File: config.mk
export PLATFORM = sky130hd
export DESIGN_NAME = geiasc_top
export DESIGN_NICKNAME = d
export VERILOG_FILES = /design/src/core/geiasc_pkg.sv /design/src/core/geiasc_info_enc.sv /design/src/core/geiasc_io_store.sv /design/src/core/geiasc_top.sv
export SDC_FILE = /design/constraint.sdc
export NUM_CORES = 1
export LEC_CHECK = 0
export BUFFER_PORTS_ARGS = -buffer_cell sky130_fd_sc_hd__buf_2
export CAP_MARGIN = 20
export CORE_ASPECT_RATIO = 2
export CORE_MARGIN = 10
export CORE_UTILIZATION = 49
export DETAILED_ROUTE_END_ITERATION = 16
export GPL_TIMING_DRIVEN = 0
export PLACE_DENSITY_LB_ADDON = 0.1
export SLEW_MARGIN = 20
export SYNTH_ARGS = -nofsm -noshare
export SYNTH_HDL_FRONTEND = slang
export SYNTH_SLANG_ARGS = --single-unit
File: constraint.sdc
create_clock -name clk -period 2.38 [get_ports clk]
set_clock_uncertainty 0.1 [all_clocks]
set_input_delay 0.476 -clock clk [delete_from_list [all_inputs] [get_ports clk]]
set_output_delay 0.476 -clock clk [all_outputs]
set_load 0.01 [all_outputs]
File: src/core/geiasc_pkg.sv
package geiasc_pkg;

	////////////////////////////////////////////////////////////////////////////
	// Delivery-information field layout
	localparam int unsigned VEC_LSB = 0;
	localparam int unsigned VEC_MSB = 7;
	localparam int unsigned TYPE_LSB = 8;
	localparam int unsigned TYPE_MSB = 10;
	localparam int unsigned ERRV_BIT = 11;
	localparam int unsigned UNDEF_BIT = 12;
	localparam int unsigned RSVD_LSB = 13;
	localparam int unsigned RSVD_MSB = 30;
	localparam int unsigned VALID_BIT = 31;
	// Shadow indicator inside the first header word of a structure region
	localparam int unsigned SHADOW_IND_BIT = 31;

	////////////////////////////////////////////////////////////////////////////
	// Reset values
	localparam logic [31:0] RST_WORD32 = 32'h0000_0000;
	localparam logic [63:0] RST_WORD64 = 64'h0000_0000_0000_0000;
	// Link pointer value meaning "no structure named"
	localparam logic [63:0] LINK_NONE = 64'hFFFF_FFFF_FFFF_FFFF;
	localparam logic RST_SHADOW_CTRL = 1'b0;
	// Whether the shadowing execution control can be set to 1
	localparam logic SHADOW_CAPABLE = 1'b1;

	////////////////////////////////////////////////////////////////////////////
	// Instruction-error codes reported by this block
	localparam logic [31:0] ERR_NO_CURRENT = 32'h0000_0001;
	localparam logic [31:0] ERR_RO_FIELD = 32'h0000_0002;
	localparam logic [31:0] ERR_ENTRY_SHADOW = 32'h0000_0003;
	localparam logic [31:0] ERR_LINK_NOT_SHADOW = 32'h0000_0004;
	localparam logic [31:0] ERR_NO_LINK = 32'h0000_0005;

	// Cycles from an accepted field request to its answer
	localparam int unsigned FLD_ANSWER_CYCLES = 1;
	// Saved I/O register store
	localparam int unsigned IO_ENTRIES = 4;
	localparam int unsigned IO_WIDTH = 64;

	typedef enum logic [2:0] {
		EVT_EXT_IRQ = 3'h0,
		EVT_NMI = 3'h2,
		EVT_HW_EXC = 3'h3,
		EVT_SW_IRQ = 3'h4,
		EVT_PRIV_SW_EXC = 3'h5,
		EVT_SW_EXC = 3'h6
	} geiasc_evt_type_t;

	// Field selectors for field_read_op and field_write_op
	typedef enum logic [3:0] {
		FLD_DELIV_INFO = 4'h0,
		FLD_DELIV_ERR = 4'h1,
		FLD_INSTR_LEN = 4'h2,
		FLD_INSTR_INFO = 4'h3,
		FLD_SAVED_COUNT = 4'h4,
		FLD_SAVED_SRC = 4'h5,
		FLD_SAVED_DST = 4'h6,
		FLD_SAVED_IP = 4'h7,
		FLD_INSTR_ERR = 4'h8,
		FLD_SHADOW_CTRL = 4'h9,
		FLD_LINK_PTR = 4'hA
	} geiasc_field_t;

	typedef struct packed {
		logic during_delivery;
		logic [7:0] vector;
		geiasc_evt_type_t evt_type;
		logic err_valid;
		logic [31:0] err_code;
		logic by_instr;
		logic [31:0] instr_len;
		logic info_used;
		logic [31:0] instr_info;
		logic mgmt_after_io;
		logic [63:0] io_count;
		logic [63:0] io_src;
		logic [63:0] io_dst;
		logic [63:0] io_ip;
	} geiasc_exit_rec_t;

	typedef struct packed {
		logic wr;
		logic guest;
		geiasc_field_t sel;
		logic [63:0] wdata;
	} geiasc_fld_req_t;

endpackage : geiasc_pkg

File: src/core/geiasc_info_enc.sv
`timescale 1ns/10ps
module geiasc_info_enc (
	input wire geiasc_pkg::geiasc_exit_rec_t rec,
	output logic [31:0] info
);

	always_comb begin
		info = geiasc_pkg::RST_WORD32;
		info[geiasc_pkg::VEC_MSB:geiasc_pkg::VEC_LSB] = rec.vector;
		info[geiasc_pkg::TYPE_MSB:geiasc_pkg::TYPE_LSB] = rec.evt_type;
		info[geiasc_pkg::ERRV_BIT] = rec.err_valid;
		// bit 12 undefined, driven low
		info[geiasc_pkg::UNDEF_BIT] = 1'b0;
		info[geiasc_pkg::RSVD_MSB:geiasc_pkg::RSVD_LSB] = 18'h0_0000;
		info[geiasc_pkg::VALID_BIT] = rec.during_delivery;
	end

endmodule : geiasc_info_enc

File: src/core/geiasc_io_store.sv
`timescale 1ns/10ps
module geiasc_io_store (
	input wire logic clk,
	input wire logic arst_n,
	input wire logic wr_en,
	input wire logic [geiasc_pkg::IO_ENTRIES*geiasc_pkg::IO_WIDTH-1:0] wr_data,
	input wire logic [1:0] rd_idx,
	output logic [geiasc_pkg::IO_WIDTH-1:0] rd_data
);

	logic [geiasc_pkg::IO_WIDTH-1:0] mem [geiasc_pkg::IO_ENTRIES];

	// All entries are written together by one exit
	genvar g;
	generate
		for (g = 0; g < geiasc_pkg::IO_ENTRIES; g++) begin : g_entry
			always_ff @(posedge clk or negedge arst_n) begin
				if (!arst_n) begin
					mem[g] <= geiasc_pkg::RST_WORD64;
				end else if (wr_en) begin
					mem[g] <= wr_data[g*geiasc_pkg::IO_WIDTH +: geiasc_pkg::IO_WIDTH];
				end
			end
		end
	endgenerate

	always_ff @(posedge clk or negedge arst_n) begin
		if (!arst_n) begin
			rd_data <= geiasc_pkg::RST_WORD64;
		end else begin
			rd_data <= mem[rd_idx];
		end
	end

endmodule : geiasc_io_store

File: src/core/geiasc_top.sv
`timescale 1ns/10ps
//
// Contract
// - Delivery info bits 7:0 hold vector
// - Bits 10:8 hold delivered event type
// - Bit 11 flags valid error code
// - Bits 30:13 zero; bit 12 undefined
// - Bit 31 set when exit interrupts delivery
// - Store hardware exception error code
// - Store exiting instruction length
// - Store instruction information for listed exits
// - Save count/source/dest on post-I/O interrupt
// - Save I/O instruction pointer likewise
// - Instruction error unchanged by exits
// - Header bit 31 selects shadow type
// - Shadow support needs shadowing control capability
// - Guest entry fails on shadow current
// - Shadowing 0: guest field ops exit
// - Shadowing 1: guest ops use link
// - Shadowing 1: entry checks link is shadow
// - Host ops allowed on both types
module geiasc_top (
	input wire logic clk,
	input wire logic arst_n,
	input wire logic exit_valid,
	input wire geiasc_pkg::geiasc_exit_rec_t exit_rec,
	input wire logic vi_err_valid,
	input wire logic [31:0] vi_err_code,
	input wire logic make_current,
	input wire logic [31:0] cur_hdr,
	input wire logic deactivate,
	input wire logic link_hdr_ld,
	input wire logic [31:0] link_hdr,
	input wire logic entry_req,
	input wire logic fld_req_valid,
	input wire geiasc_pkg::geiasc_fld_req_t fld_req,
	output logic fld_busy,
	output logic fld_ack,
	output logic fld_fail,
	output logic fld_exit,
	output logic fld_link_acc,
	output logic [63:0] fld_rdata,
	output logic entry_ok,
	output logic entry_fail,
	output logic cur_valid,
	output logic cur_is_shadow,
	output logic shadow_ctrl_eff
);

	typedef enum logic [1:0] {
		ST_IDLE = 2'b01,
		ST_RESP = 2'b10
	} geiasc_state_t;

	geiasc_state_t state;
	geiasc_state_t next_state;
	geiasc_pkg::geiasc_fld_req_t req_q;

	logic [31:0] deliv_info;
	logic [31:0] deliv_err;
	logic [31:0] instr_len;
	logic [31:0] instr_info;
	logic [31:0] instr_err;
	logic shadow_ctrl;
	logic [63:0] link_ptr;
	logic link_is_shadow;
	logic [31:0] next_info;
	logic [63:0] io_rdata;
	logic [1:0] io_idx;
	logic link_named;
	logic req_ro;
	logic req_io;

	// Outcome of the registered request, decided in ST_RESP
	logic do_exit;
	logic do_link;
	logic do_fail;
	logic do_write;
	logic [31:0] fail_code;
	logic [63:0] read_word;

	////////////////////////////////////////////////////////////////////////////
	// Helpers

	geiasc_info_enc u_info_enc (
		.rec(exit_rec),
		.info(next_info)
	);

	// Read index follows the incoming request so data is ready at ST_RESP
	assign io_idx = fld_req.sel[1:0];

	geiasc_io_store u_io_store (
		.clk(clk),
		.arst_n(arst_n),
		// only on post-I/O mgmt interrupt exits
		.wr_en(exit_valid && exit_rec.mgmt_after_io),
		.wr_data({exit_rec.io_ip, exit_rec.io_dst, exit_rec.io_src, exit_rec.io_count}),
		.rd_idx(io_idx),
		.rd_data(io_rdata)
	);

	logic shadow_ctrl_eff_c;
	assign shadow_ctrl_eff_c = shadow_ctrl && geiasc_pkg::SHADOW_CAPABLE;

	assign link_named = (link_ptr != geiasc_pkg::LINK_NONE);

	////////////////////////////////////////////////////////////////////////////
	// Exit information capture

	always_ff @(posedge clk or negedge arst_n) begin
		if (!arst_n) begin
			deliv_info <= geiasc_pkg::RST_WORD32;
		end else if (exit_valid) begin
			// stale record cleared by non-delivery exit
			deliv_info <= next_info;
		end
	end

	always_ff @(posedge clk or negedge arst_n) begin
		if (!arst_n) begin
			deliv_err <= geiasc_pkg::RST_WORD32;
		end else if (exit_valid && exit_rec.during_delivery && exit_rec.err_valid &&
			exit_rec.evt_type == geiasc_pkg::EVT_HW_EXC) begin
			deliv_err <= exit_rec.err_code;
		end
	end

	always_ff @(posedge clk or negedge arst_n) begin
		if (!arst_n) begin
			instr_len <= geiasc_pkg::RST_WORD32;
		end else if (exit_valid && exit_rec.by_instr) begin
			instr_len <= exit_rec.instr_len;
		end
	end

	always_ff @(posedge clk or negedge arst_n) begin
		if (!arst_n) begin
			instr_info <= geiasc_pkg::RST_WORD32;
		end else if (exit_valid && exit_rec.info_used) begin
			instr_info <= exit_rec.instr_info;
		end
	end

	////////////////////////////////////////////////////////////////////////////
	// Current and link structure type

	always_ff @(posedge clk or negedge arst_n) begin
		if (!arst_n) begin
			cur_valid <= 1'b0;
			cur_is_shadow <= 1'b0;
		end else if (make_current) begin
			cur_valid <= 1'b1;
			cur_is_shadow <= cur_hdr[geiasc_pkg::SHADOW_IND_BIT] && geiasc_pkg::SHADOW_CAPABLE;
		end else if (deactivate) begin
			cur_valid <= 1'b0;
			cur_is_shadow <= 1'b0;
		end
	end

	always_ff @(posedge clk or negedge arst_n) begin
		if (!arst_n) begin
			link_is_shadow <= 1'b0;
		end else if (link_hdr_ld) begin
			// same indicator for the linked structure
			link_is_shadow <= link_hdr[geiasc_pkg::SHADOW_IND_BIT] && geiasc_pkg::SHADOW_CAPABLE;
		end
	end

	always_ff @(posedge clk or negedge arst_n) begin
		if (!arst_n) begin
			shadow_ctrl_eff <= 1'b0;
		end else begin
			shadow_ctrl_eff <= shadow_ctrl_eff_c;
		end
	end

	////////////////////////////////////////////////////////////////////////////
	// Guest entry checks

	always_ff @(posedge clk or negedge arst_n) begin
		if (!arst_n) begin
			entry_ok <= 1'b0;
			entry_fail <= 1'b0;
		end else begin
			entry_ok <= 1'b0;
			entry_fail <= 1'b0;
			if (entry_req) begin
				if (!cur_valid || cur_is_shadow) begin
					entry_fail <= 1'b1;
				end else if (shadow_ctrl_eff_c && link_named && !link_is_shadow) begin
					entry_fail <= 1'b1;
				end else begin
					entry_ok <= 1'b1;
				end
			end
		end
	end

	////////////////////////////////////////////////////////////////////////////
	// Field access sequencing

	always_comb begin
		next_state = state;
		case (state)
			ST_IDLE: begin
				if (fld_req_valid) begin
					next_state = ST_RESP;
				end
			end
			ST_RESP: begin
				next_state = ST_IDLE;
			end
			default: begin
				next_state = ST_IDLE;
			end
		endcase
	end

	always_ff @(posedge clk or negedge arst_n) begin
		if (!arst_n) begin
			state <= ST_IDLE;
		end else begin
			state <= next_state;
		end
	end

	always_ff @(posedge clk or negedge arst_n) begin
		if (!arst_n) begin
			req_q <= '0;
		end else if (state == ST_IDLE && fld_req_valid) begin
			req_q <= fld_req;
		end
	end

	// Requests are refused while busy rather than queued
	always_ff @(posedge clk or negedge arst_n) begin
		if (!arst_n) begin
			fld_busy <= 1'b0;
		end else begin
			fld_busy <= (next_state == ST_RESP);
		end
	end

	assign req_io = (req_q.sel == geiasc_pkg::FLD_SAVED_COUNT) ||
		(req_q.sel == geiasc_pkg::FLD_SAVED_SRC) ||
		(req_q.sel == geiasc_pkg::FLD_SAVED_DST) ||
		(req_q.sel == geiasc_pkg::FLD_SAVED_IP);
	assign req_ro = (req_q.sel != geiasc_pkg::FLD_SHADOW_CTRL) &&
		(req_q.sel != geiasc_pkg::FLD_LINK_PTR);

	always_comb begin
		do_exit = 1'b0;
		do_link = 1'b0;
		do_fail = 1'b0;
		do_write = 1'b0;
		fail_code = geiasc_pkg::RST_WORD32;
		if (req_q.guest) begin
			if (!shadow_ctrl_eff_c) begin
				do_exit = 1'b1;
			end else if (link_named) begin
				do_link = 1'b1;
			end else begin
				do_fail = 1'b1;
				fail_code = geiasc_pkg::ERR_NO_LINK;
			end
		end else if (!cur_valid) begin
			do_fail = 1'b1;
			fail_code = geiasc_pkg::ERR_NO_CURRENT;
		end else if (req_q.wr && req_ro) begin
			do_fail = 1'b1;
			fail_code = geiasc_pkg::ERR_RO_FIELD;
		end else if (req_q.wr) begin
			do_write = 1'b1;
		end
	end

	// Address decode of the read data
	always_comb begin
		read_word = geiasc_pkg::RST_WORD64;
		if (req_io) begin
			read_word = io_rdata;
		end else if (req_q.sel == geiasc_pkg::FLD_DELIV_INFO) begin
			read_word = {32'h0000_0000, deliv_info};
		end else if (req_q.sel == geiasc_pkg::FLD_DELIV_ERR) begin
			read_word = {32'h0000_0000, deliv_err};
		end else if (req_q.sel == geiasc_pkg::FLD_INSTR_LEN) begin
			read_word = {32'h0000_0000, instr_len};
		end else if (req_q.sel == geiasc_pkg::FLD_INSTR_INFO) begin
			read_word = {32'h0000_0000, instr_info};
		end else if (req_q.sel == geiasc_pkg::FLD_INSTR_ERR) begin
			read_word = {32'h0000_0000, instr_err};
		end else if (req_q.sel == geiasc_pkg::FLD_SHADOW_CTRL) begin
			read_word = {63'h0, shadow_ctrl};
		end else if (req_q.sel == geiasc_pkg::FLD_LINK_PTR) begin
			read_word = link_ptr;
		end
	end

	always_ff @(posedge clk or negedge arst_n) begin
		if (!arst_n) begin
			fld_ack <= 1'b0;
			fld_fail <= 1'b0;
			fld_exit <= 1'b0;
			fld_link_acc <= 1'b0;
			fld_rdata <= geiasc_pkg::RST_WORD64;
		end else begin
			fld_ack <= 1'b0;
			fld_fail <= 1'b0;
			fld_exit <= 1'b0;
			fld_link_acc <= 1'b0;
			if (state == ST_RESP) begin
				fld_exit <= do_exit;
				fld_link_acc <= do_link;
				fld_fail <= do_fail;
				fld_ack <= !do_exit && !do_link && !do_fail;
				if (!req_q.wr && !do_exit && !do_link && !do_fail) begin
					fld_rdata <= read_word;
				end
			end
		end
	end

	////////////////////////////////////////////////////////////////////////////
	// Writable controls and instruction error

	always_ff @(posedge clk or negedge arst_n) begin
		if (!arst_n) begin
			shadow_ctrl <= geiasc_pkg::RST_SHADOW_CTRL;
			link_ptr <= geiasc_pkg::LINK_NONE;
		end else if (state == ST_RESP && do_write) begin
			if (req_q.sel == geiasc_pkg::FLD_SHADOW_CTRL) begin
				// Incapable parts keep the control at 0
				shadow_ctrl <= req_q.wdata[0] && geiasc_pkg::SHADOW_CAPABLE;
			end else if (req_q.sel == geiasc_pkg::FLD_LINK_PTR) begin
				link_ptr <= req_q.wdata;
			end
		end
	end

	// Exits never touch this field; only failed non-faulting ops do
	always_ff @(posedge clk or negedge arst_n) begin
		if (!arst_n) begin
			instr_err <= geiasc_pkg::RST_WORD32;
		end else if (state == ST_RESP && do_fail) begin
			instr_err <= fail_code;
		end else if (entry_req && cur_valid && cur_is_shadow) begin
			instr_err <= geiasc_pkg::ERR_ENTRY_SHADOW;
		end else if (entry_req && cur_valid && shadow_ctrl_eff_c && link_named &&
			!link_is_shadow) begin
			instr_err <= geiasc_pkg::ERR_LINK_NOT_SHADOW;
		end else if (vi_err_valid) begin
			instr_err <= vi_err_code;
		end
	end

endmodule : geiasc_top

==> impl_metrics.yaml <==
outcome:
  status: "complete, but fails checks"
  violations: "negative setup slack"
sta:
  hold_viol: 0
  maxSlewHeadroom_pct: 32.3
  tightest_slew_ns: 1.02
  fin_crit_ns: 2.68
  max_freq_ghz: 0.373
  setup_violations: 32
  setup_slack_ns: -0.303
  finalCritPeriodShare_pct: 113
  finalMaxSlewViolations: 0
  whs_ns: 0.0153
  rsz0062_at_grt: "yes"
  tns_ns: -6.97
global_routing:
  grtUsageMet1_pct: 33.4
  grt_use_total_pct: 29.8
  grtUsageMet2_pct: 53.6
  grt_pass1_vias: 23305
  grtUsageMet3_pct: 6.59
  antenna_found_initial: 11
  grt_overflow: 0
  grt_max_degree: 106
  grt-busiest-layer: "met2"
  grt_pass1_wl_um: 149000
clocking:
  cts_tree: "yes"
  htree_levels: 2
  root_buffer: "clkbuf_16"
  path_clk_slew_ns: 0.07
  clk-insertion-delay-late_ns: 0.62
  cts_buffers: 58
  cts_sinks: 673
  cts_buffer_depth: 3
finish:
  fill_cells: 4028
  postLayoutCoreUtil_pct: 67.9
  layout-drive-gt1-share_pct: 43.0
  final_nets: 3524
  area_delta_synth_final_pct: 37.7
synthesis:
  synthFlopType: "dfrtp_1"
  ys_types: 46
  synth_cells: 1962
  yosys_warnings: 0
  synth-edff-count: 0
  synth-seq-cells: 673
  ys_seq_area_share_pct: 62.1
  muxShareOfSynthArea_pct: 24.2
  syn_nets: 2505
  avgSynthCellArea_um2: 13.9
  synth_compound_area_share_pct: 5.46
  synth_top_family_by_area: "multiplexers"
  yosys.area_share.adder_pct: 0
  synth_area_mm2: 0.0272
  yosys.area_share.simple_pct: 6.33
  synth_xor_area_share_pct: 0.0321
  synth-async-reset-ratio_pct: 100
pwr:
  power_density_mw_per_mm2: 822
  max-vdd-ir-drop_v: 0.000617
  p_leak_nw: 17.2
die:
  rows: 122
  initial_core_util_pct: 49.3
  boundaryPins: 617
  die_h_um: 353
  core_mm2: 0.0553
  dieArea_mm2: 0.0660
  die_w_um: 187
routing:
  wire_per_inst_um: 26.5
  drc: 0
  routed_wl_um: 100000
  dr.first_iter.drc_count: 1469
  vias: 20812
  vias_per_cell: 5.49
  antenna_left: 0
  dr.pass1.iters: 7
critical_path:
  crit_fanout: 10
  critical_path_class: "register to register"
  worst_ep_required_time_ns: 2.80
  end_kind: "register"
  start_kind: "register"
  cp.arrival_ns: 3.11
place:
  io_buffers: 550
  place_ws_ns: -1.49
  gp_congestion: 0.885
  hpwl_um: 74800
hold_path:
  min_path_type: "input port to register"
job:
  cap_violations: 0
-- final timing paths --
kind / from / depth (start not counted) / to / slack (ns)
max in group asynchronous: arst_n / 5 / fld_rdata[33] / 0.28
worst min register to register: req_q[1] / 2 / req_q[1] / 0.38
worst min-delay path: vi_err_code[24] / 3 / instr_err[24] / 0.02
worst max-delay path: link_ptr[31] / 8 / instr_err[1] / -0.30
min in group asynchronous: arst_n / 3 / req_q[68] / 0.47
worst max register to register: link_ptr[31] / 8 / instr_err[1] / -0.30
-- worst max-delay path, stage by stage, from the launching register on --
cell     delay [ns]
dfstp_2        0.60
nand4_1        0.19
nor4_4         0.41
nand4_1        0.15
buf_6          0.17
nand4_1        0.10
or3b_4         0.48
buf_6          0.19
o32ai_2        0.19
-- logic make-up after synthesis --
group	Yosys count
xor gates and xnor gates	1
and+or+nand+nor	422
AOI/OAI and AO/OA	210
DFF	673
buffers and inverters	133
muxes	523
-- cells in the mapped netlist, types with 3 or more instances --
| master | n | area share (%) |
|---|---|---|
| nand4_1 | 18 | 0.41 |
| a311oi_1 | 3 | 0.096 |
| buf_2 | 13 | 0.24 |
| a222oi_1 | 31 | 1.1 |
| a22o_1 | 19 | 0.61 |
| a22oi_1 | 32 | 0.88 |
| a31oi_1 | 20 | 0.46 |
| a21oi_1 | 37 | 0.68 |
| mux2_2 | 423 | 17 |
| clkbuf_1 | 94 | 1.3 |
| o21ai_0 | 46 | 0.85 |
| buf_1 | 19 | 0.26 |
| inv_1 | 6 | 0.083 |
| nand2b_1 | 6 | 0.14 |
| nand2_1 | 264 | 3.6 |
| and2_1 | 3 | 0.069 |
| nand3_1 | 3 | 0.055 |
| or2_2 | 3 | 0.069 |
| mux2i_1 | 29 | 1.1 |
| a221o_1 | 11 | 0.40 |
| nor2_1 | 99 | 1.4 |
| nor3_1 | 13 | 0.24 |
| dfrtp_1 | 608 | 56 |
| dfstp_2 | 65 | 6.3 |
| mux4_2 | 65 | 5.4 |
| nor4_1 | 4 | 0.092 |
| mux2_1 | 6 | 0.25 |
-- sequential cells by signal, summed over array words and instances, names as in the netlist, 2 cells and up --
signal and cells:
deliv_info 13, req_q 70, fld_rdata 64, deliv_err 32, instr_err 32, link_ptr 64
instr_len 32, u_io_store.rd_data 64, instr_info 32, u_io_store.mem 256, state 2
-- per-layer routing --
layer / routed length (µm) / share of wire, %
met5: 31 / 0.031
met4: 4690 / 4.7
met3: 6830 / 6.8
met2: 52700 / 52
met1: 36100 / 36
-- placed cells by master (no fill, tap or decap), types with 62 or more instances in the layout --
| cell type | netlist | routed |
|---|---|---|
| dfrtp_1 | 608 | 607 |
| buf_2 | 13 | 566 |
| mux2_2 | 423 | 423 |
| dlygate4sd3_1 | 0 | 391 |
| nand2_1 | 264 | 264 |
| nor2_1 | 99 | 91 |
| clkbuf_1 | 94 | 71 |
| mux4_2 | 65 | 65 |
| dfstp_2 | 65 | 65 |
| clkbuf_16 | 0 | 62 |
-- power by group --
group | switching [mW] | leakage [nW] | internal [mW]
logic | 3.02 | 8.23 | 2.92
registers | 1.18 | 8.00 | 13.4
clock network | 4.52 | 1.01 | 5.80
-- timing repair --
| action | in CTS | in global routing |
|---|---|---|
| resized for setup | 46 | 39 |
| buffers inserted | 7 | 2 |
| hold buffers | 392 | 0 |
| setup endpoints to repair | 433 | 283 |
| gates cloned | 0 | 3 |
| endpoints found under the hold margin | 440 | 0 |
| pin swaps | 9 | 3 |
-- stage by stage --
step | instances | cell area, µm² | total power [mW]
floorplan | 1962 | 27200 | 17.3
global placement | 3256 | 30900 | 19.7
detailed placement | 3263 | 31100 | 20.0
CTS | 3769 | 37300 | 30.9
global route | 3784 | 37500 | 32.0
finish | 3790 | 37500 | 30.8
-- cell type report --
| type | count | area [µm²] | area share (%) |
|---|---|---|---|
| Multi-Input combinational cell | 1156 | 9920 | 26.4 |
| Sequential cell | 673 | 16900 | 45.1 |
| Tap cell | 744 | 931 | 2.48 |
| Antenna cell | 16 | 40.0 | 0.107 |
| Clock buffer | 77 | 1650 | 4.41 |
| Buffer | 123 | 558 | 1.49 |
| Timing Repair Buffer | 962 | 7050 | 18.8 |
| Clock inverter | 32 | 410 | 1.09 |
| Inverter | 7 | 26.3 | 0.0700 |
Note: power is estimated with default switching activity, not from simulation.
